`src/rtl/tmc_pkg.sv`:
```
package tmc_pkg;
	// =====================================================
	// register layout
	localparam int unsigned TMC_REG_W = 16;
	localparam logic [15:0] TMC_RESET_VAL = 16'h0000;
	localparam logic [15:0] TMC_WMASK_BASE = 16'hD7CF; // excludes 13, 11, 5, 4
	localparam logic [15:0] TMC_BIT11_MASK = 16'h0800;
	localparam int unsigned TMC_CKS_HI = 15;
	localparam int unsigned TMC_CKS_LO = 14;
	localparam int unsigned TMC_CCS_BIT = 12;
	localparam int unsigned TMC_ROLE_BIT = 11;
	localparam int unsigned TMC_STS_HI = 10;
	localparam int unsigned TMC_STS_LO = 8;
	localparam int unsigned TMC_CIS_HI = 7;
	localparam int unsigned TMC_CIS_LO = 6;
	localparam int unsigned TMC_MD_HI = 3;
	localparam int unsigned TMC_MD_LO = 1;
	localparam int unsigned TMC_MD0_BIT = 0;
	// =====================================================
	// channel roles
	localparam int unsigned TMC_CH_TOP = 0;
	localparam int unsigned TMC_CH_MASTER = 2;
	localparam int unsigned TMC_CH_SPLIT_A = 1;
	localparam int unsigned TMC_CH_SPLIT_B = 3;
	// =====================================================
	// trigger source codes
	localparam logic [2:0] TMC_STS_SOFT = 3'h0;
	localparam logic [2:0] TMC_STS_EDGE = 3'h1;
	localparam logic [2:0] TMC_STS_BOTH = 3'h2;
	localparam logic [2:0] TMC_STS_MIRQ = 3'h4;
	// edge codes
	localparam logic [1:0] TMC_CIS_FALL = 2'h0;
	localparam logic [1:0] TMC_CIS_RISE = 2'h1;
	localparam logic [1:0] TMC_CIS_LOW = 2'h2;
	localparam logic [1:0] TMC_CIS_HIGH = 2'h3;
	// operation mode codes (bits 3..1)
	localparam logic [2:0] TMC_MD_INTERVAL = 3'h0;
	localparam logic [2:0] TMC_MD_CAPTURE = 3'h2;
	localparam logic [2:0] TMC_MD_EVENT = 3'h3;
	localparam logic [2:0] TMC_MD_ONECOUNT = 3'h4;
	localparam logic [2:0] TMC_MD_CAPONE = 3'h6;
	// decoded operation mode, one-hot
	typedef enum logic [5:0] {
		TMC_OP_INTERVAL = 6'h01,
		TMC_OP_CAPTURE = 6'h02,
		TMC_OP_EVENT = 6'h04,
		TMC_OP_ONECOUNT = 6'h08,
		TMC_OP_CAPONE = 6'h10,
		TMC_OP_BAD = 6'h20
	} tmc_op_t;
endpackage

```
`src/rtl/tmc_channel_mode.sv`:
```
`timescale 1ns/1ps
`default_nettype none
module tmc_channel_mode import tmc_pkg::*; #(
	parameter int unsigned CHANNEL = 0
) (
	input wire logic clock,
	input wire logic reset_n,
	input wire logic mode_wr_en,
	input wire logic [15:0] mode_wr_data,
	output logic [15:0] mode_rd_data,
	input wire logic timer_input_pin,
	input wire logic master_irq,
	input wire logic sw_start,
	output logic start_trigger,
	output logic capture_trigger,
	output logic is_master,
	output logic half_width,
	output logic [1:0] op_clock_select,
	output logic count_clock_pin,
	output logic count_up,
	output logic start_irq_enable,
	output var tmc_op_t op_mode,
	output logic config_error
);
	// =====================================================
	// channel capabilities
	localparam bit HAS_ROLE = (CHANNEL == TMC_CH_MASTER);
	localparam bit HAS_SPLIT = (CHANNEL == TMC_CH_SPLIT_A) || (CHANNEL == TMC_CH_SPLIT_B);
	localparam logic [15:0] WMASK = (HAS_ROLE || HAS_SPLIT) ?
		(TMC_WMASK_BASE | TMC_BIT11_MASK) : TMC_WMASK_BASE;

	logic [15:0] mode_reg, mode_next;
	logic pin_meta_reg, pin_sync_reg, pin_prev_reg;
	logic pin_meta_next, pin_sync_next, pin_prev_next;
	logic start_reg, start_next, capture_reg, capture_next;
	logic [2:0] sts;
	logic [1:0] cis;
	logic [2:0] md;
	logic pin_rise, pin_fall, valid_edge, start_edge, capture_edge, sts_bad;

	// =====================================================
	// mode register; reserved bits and absent bit 11 never stored
	always_comb begin
		mode_next = mode_reg;
		if (mode_wr_en) begin
			mode_next = mode_wr_data & WMASK;
		end
	end

	always_ff @(posedge clock or negedge reset_n) begin
		if (!reset_n) begin
			mode_reg <= TMC_RESET_VAL;
		end else begin
			mode_reg <= mode_next;
		end
	end

	// field views
	assign sts = mode_reg[TMC_STS_HI:TMC_STS_LO];
	assign cis = mode_reg[TMC_CIS_HI:TMC_CIS_LO];
	assign md = mode_reg[TMC_MD_HI:TMC_MD_LO];
	assign mode_rd_data = mode_reg;
	assign op_clock_select = mode_reg[TMC_CKS_HI:TMC_CKS_LO];
	assign count_clock_pin = mode_reg[TMC_CCS_BIT];
	assign start_irq_enable = mode_reg[TMC_MD0_BIT];

	// role and width
	assign is_master = (CHANNEL == TMC_CH_TOP) || (HAS_ROLE && mode_reg[TMC_ROLE_BIT]);
	assign half_width = HAS_SPLIT && mode_reg[TMC_ROLE_BIT];

	// =====================================================
	// operation mode decode and count direction
	always_comb begin
		unique case (md)
			TMC_MD_INTERVAL: op_mode = TMC_OP_INTERVAL;
			TMC_MD_CAPTURE: op_mode = TMC_OP_CAPTURE;
			TMC_MD_EVENT: op_mode = TMC_OP_EVENT;
			TMC_MD_ONECOUNT: op_mode = TMC_OP_ONECOUNT;
			TMC_MD_CAPONE: op_mode = TMC_OP_CAPONE;
			default: op_mode = TMC_OP_BAD;
		endcase
	end

	assign count_up = (op_mode == TMC_OP_CAPTURE) || (op_mode == TMC_OP_CAPONE);
	assign sts_bad = (sts != TMC_STS_SOFT) && (sts != TMC_STS_EDGE) &&
		(sts != TMC_STS_BOTH) && (sts != TMC_STS_MIRQ);
	assign config_error = sts_bad || (op_mode == TMC_OP_BAD);

	// =====================================================
	// pin synchroniser and edge detection; only the second stage reads the first
	always_comb begin
		pin_meta_next = timer_input_pin;
		pin_sync_next = pin_meta_reg;
		pin_prev_next = pin_sync_reg;
	end

	always_ff @(posedge clock or negedge reset_n) begin
		if (!reset_n) begin
			pin_meta_reg <= 1'b0;
			pin_sync_reg <= 1'b0;
			pin_prev_reg <= 1'b0;
		end else begin
			pin_meta_reg <= pin_meta_next;
			pin_sync_reg <= pin_sync_next;
			pin_prev_reg <= pin_prev_next;
		end
	end

	assign pin_rise = pin_sync_reg && !pin_prev_reg;
	assign pin_fall = !pin_sync_reg && pin_prev_reg;

	// valid edge per edge code
	always_comb begin
		unique case (cis)
			TMC_CIS_FALL: valid_edge = pin_fall;
			TMC_CIS_RISE: valid_edge = pin_rise;
			TMC_CIS_LOW: valid_edge = pin_rise || pin_fall;
			TMC_CIS_HIGH: valid_edge = pin_rise || pin_fall;
		endcase
	end

	// split edges: odd codes start on rise, even codes on fall
	assign start_edge = cis[0] ? pin_rise : pin_fall;
	assign capture_edge = cis[0] ? pin_fall : pin_rise;

	// =====================================================
	// trigger selection
	always_comb begin
		start_next = 1'b0;
		capture_next = 1'b0;
		unique case (sts)
			TMC_STS_SOFT: begin
				start_next = sw_start;
			end
			TMC_STS_EDGE: begin
				start_next = sw_start || valid_edge;
				capture_next = valid_edge;
			end
			TMC_STS_BOTH: begin
				start_next = sw_start || start_edge;
				capture_next = capture_edge;
			end
			TMC_STS_MIRQ: begin
				start_next = sw_start || master_irq;
				capture_next = master_irq;
			end
			default: begin
				start_next = 1'b0;
				capture_next = 1'b0;
			end
		endcase
	end

	always_ff @(posedge clock or negedge reset_n) begin
		if (!reset_n) begin
			start_reg <= 1'b0;
			capture_reg <= 1'b0;
		end else begin
			start_reg <= start_next;
			capture_reg <= capture_next;
		end
	end

	assign start_trigger = start_reg;
	assign capture_trigger = capture_reg;
endmodule
`default_nettype wire

```
`config.mk`:
```
export PLATFORM = sky130hd
export DESIGN_NAME = tmc_channel_mode
export DESIGN_NICKNAME = d
export VERILOG_FILES = /design/src/rtl/tmc_pkg.sv /design/src/rtl/tmc_channel_mode.sv
export SDC_FILE = /design/constraint.sdc
export NUM_CORES = 1
export LEC_CHECK = 0
export ABC_CLOCK_PERIOD_IN_PS = 1400
export BUFFER_PORTS_ARGS = -buffer_cell sky130_fd_sc_hd__buf_2
export CAP_MARGIN = 15
export CORE_MARGIN = 10
export CORE_UTILIZATION = 35
export CTS_BUF_LIST = sky130_fd_sc_hd__clkbuf_4
export DETAILED_ROUTE_END_ITERATION = 6
export PLACE_DENSITY = 0.69
export SLEW_MARGIN = 5
export SYNTH_ARGS = -nofsm -noshare
export SYNTH_HDL_FRONTEND = slang
export SYNTH_SLANG_ARGS = --single-unit
```
`constraint.sdc`:
```
create_clock -name clock -period 1.4 [get_ports clock]
set_clock_uncertainty 0.2 [all_clocks]
set_input_delay 0.28 -clock clock [delete_from_list [all_inputs] [get_ports clock]]
set_output_delay 0.28 -clock clock [all_outputs]
set_load 0.01 [all_outputs]
```
==> summary.md <==
| Metric | Value |
|---|---|
| M1 wire length | `approximately 940 µm` |
| Total CTS buffers | `3` |
| Max Slew Vio Count | `0` |
| DR WL met3 | `252 µm` |
| Setup crit start kind | `register` |
| Final setup viols | `15` |
| CP arrival | `1270 ps` |
| Reg clk slew, reported paths | `between 100 and 150 ps` |
| Routed wire length | `2406 µm` |
| Most frequent cells in the layout | `33 x buf_2, 15 x buf_6, 13 x dfrtp_1, 12 x mux2_2, 7 x buf_4` |
| Ant diodes | `0` |
| Remaining DRCs | `0` |
| Number of global-route vias before repair | `around 800` |
| Status | `finished, violations left` |
| Post-route cell area | `0.001315 mm²` |
| Library cells used by synthesis | `22` |
| Core Region | `0.002255 mm²` |
| First-pass GRT wire length | `3629 µm` |
| Place WS | `-148.9 ps` |
| Commonest non-fill, non-tap cell in the layout | `buf_2` |
| Avg Cell Area, Syn | `11.76 µm²` |
| CTS H-tree lvls | `1` |
| Total congestion overflow | `0` |
| Layout area overhead | `55.24%` |
| Fin crit period | `1750 ps` |
| Detailed placement HPWL | `1688 µm` |
| Mapped Area | `roughly 850 µm²` |
| Filler instances | `196` |
| Top sig layer | `met3` |
| Max VDD drop | `roughly 0.85 mV` |
| Worst path required time | `920 ps` |
| Chip height | `69.20 µm` |
| Row count | `17` |
| Post-route ant nets | `0` |
| Warnings from Yosys | `0` |
| Die X | `69.20 µm` |
| Tcrit/Tclk final | `125.0%` |
| Met2 Wirelength | `1212 µm` |
| Total Die Area | `approximately 0.0048 mm²` |
| Min Hold Slack | `12.69 ps` |
| RePlAce Congestion | `0.7804` |
| CTS max path bufs | `2` |
| Dpl cell area | `0.001085 mm²` |
| CTS root buf | `clkbuf_4` |
| Top fanout value on the critical path | `2` |
| P per Cell Area | `975.5 mW/mm²` |
| Hold Crit Depth | `3` |
| Top cell type by total area after synthesis | `dfrtp_1` |
| Detailed-route via count | `698` |
| Lkg Pwr | `~0.67 nW` |
| FMAX | `571.4 MHz` |
| RSZ-0062 raised after global routing | `yes` |
| Largest net degree at the start of global routing | `18` |
| Top cells by area, synth | `dfrtp_1 50%, mux2_2 16%, buf_4 8.9%` |
| Post-synthesis cell count | `a little over 70` |
| DR pass1 iterations | `4` |
| Share of the synthesized area in the top cell type | `50.22%` |
| Final worst setup slack | `-350.2 ps` |
| Min-delay worst type | `in -> reg` |
| Final Hold Vio Count | `0` |
| Max reg flops | `12` |
| Util after Layout | `58.32%` |
| # port buffers | `43` |
| Starting Density | `37.57%` |
| CTS tree | `yes` |
| R2R depth | `5` |
| Initial drt markers | `2` |
| Routed vias/inst | `4.532` |
| Clock sinks | `17` |
| Max-Cap Viols | `0` |
| Drt wl/cell | `15.62 µm` |
| Worst-Skew Late Latency | `270 ps` |
| Sequential cell area fraction in the yosys report | `between 50% and 60%` |
| Crit. End Element | `output port` |
| Gr usage total | `about 8.9%` |
| Initial antenna violation count | `0` |
| Fraction of final layout cells sized beyond drive strength 1 | `67.46%` |
| Kind of critical path | `reg -> out` |
| FF+latch count, synth | `17` |
| Failing checks | `setup timing` |
| Net count, final | `152` |
| I/O Pins | `54` |
## cell type report
class                           instances  area (µm²)  area share [%]
Sequential cell                        17       430.4           32.73
Timing Repair Buffer                   57       406.6           30.92
Multi-Input combinational cell         45       401.6           30.54
Tap cell                               28       35.03           2.664
Clock buffer                            4       30.03           2.284
Inverter                                3       11.26          0.8563
## final timing paths
kind / slack (ps) / startpoint / to
max in group asynchronous: 460 / reset_n / mode_rd_data[6]$_DFFE_PN0P_
min in group asynchronous: 230 / reset_n / capture_trigger$_DFF_PN0_
max reg2reg: -150 / pin_prev_reg$_DFF_PN0_ / start_trigger$_DFF_PN0_
min: 10 / mode_wr_data[1] / mode_rd_data[1]$_DFFE_PN0P_
max: -350 / mode_rd_data[3]$_DFFE_PN0P_ / config_error
min reg2reg: 160 / pin_meta_reg$_DFF_PN0_ / pin_prev_next$_DFF_PN0_
## kinds of logic (layout without fill, tap and decap cells)
family / Yosys count / in the layout / synth area share (%)
buffers and inverters: 14 / 64 / 10.78
AOI/OAI and AO/OA: 5 / 5 / 3.693
muxes: 14 / 14 / 18.32
other: 2 / 6 / 0.8866
and+or+nand+nor: 17 / 17 / 11.67
DFF: 17 / 17 / 50.22
adders and majority gates: 3 / 3 / 4.432
## cell usage after synthesis
cell / number
buf_2: 1
nand4_1: 1
and2_1: 2
nor2b_1: 2
o21ai_0: 2
nand3_1: 2
dfrtp_1: 17
nand2_1: 2
or4b_1: 2
nor2_1: 3
nand2b_1: 1
a21oi_1: 1
inv_1: 3
mux2i_1: 2
o2111ai_1: 1
conb_1: 2
nor3b_1: 1
mux2_2: 12
o21bai_1: 1
buf_4: 10
ha_1: 3
nor3_1: 1
## power by group
| part | switching (W) | internal (W) |
|---|---|---|
| clock network | 0.000155 | 0.000130 |
| registers | 0.0000467 | 0.000540 |
| logic | 0.000179 | 0.000233 |
| total | 0.000380 | 0.000903 |
## critical path, cell delays in order, from the launching register on
cell and delay (ps):
dfrtp_1 400, nand2b_4 150, and2_4 160, o21bai_4 160, buf_6 120
## through the flow
step	std cells	TNS [ps]	power, W
2_1_floorplan	76	-164.8	0.0007622
3_3_place_gp	141	-225.3	0.0008821
3_5_place_dp	141	-314.3	0.0008894
4_1_cts	151	-2771	0.001240
5_1_grt	154	-3704	0.001356
6_report	154	-2798	0.001283
## repair_timing
| action | CTS | global route |
|---|---|---|
| cloned | 0 | 0 |
| gates resized for setup | 16 | 13 |
| hold buffers | 2 | 0 |
| endpoints found under the hold margin | 18 | 0 |
| setup buffers | 4 | 3 |
| pin swaps | 1 | 1 |
| setup endpoints to repair | 15 | 17 |
## metal layers
metal  up-vias  track usage (%)
met2        29            14.92
met5         -                0
met1       326            8.971
met4         0            2.661
met3         0            5.421
li1        343                -
Power figures use the tool's default switching activity.
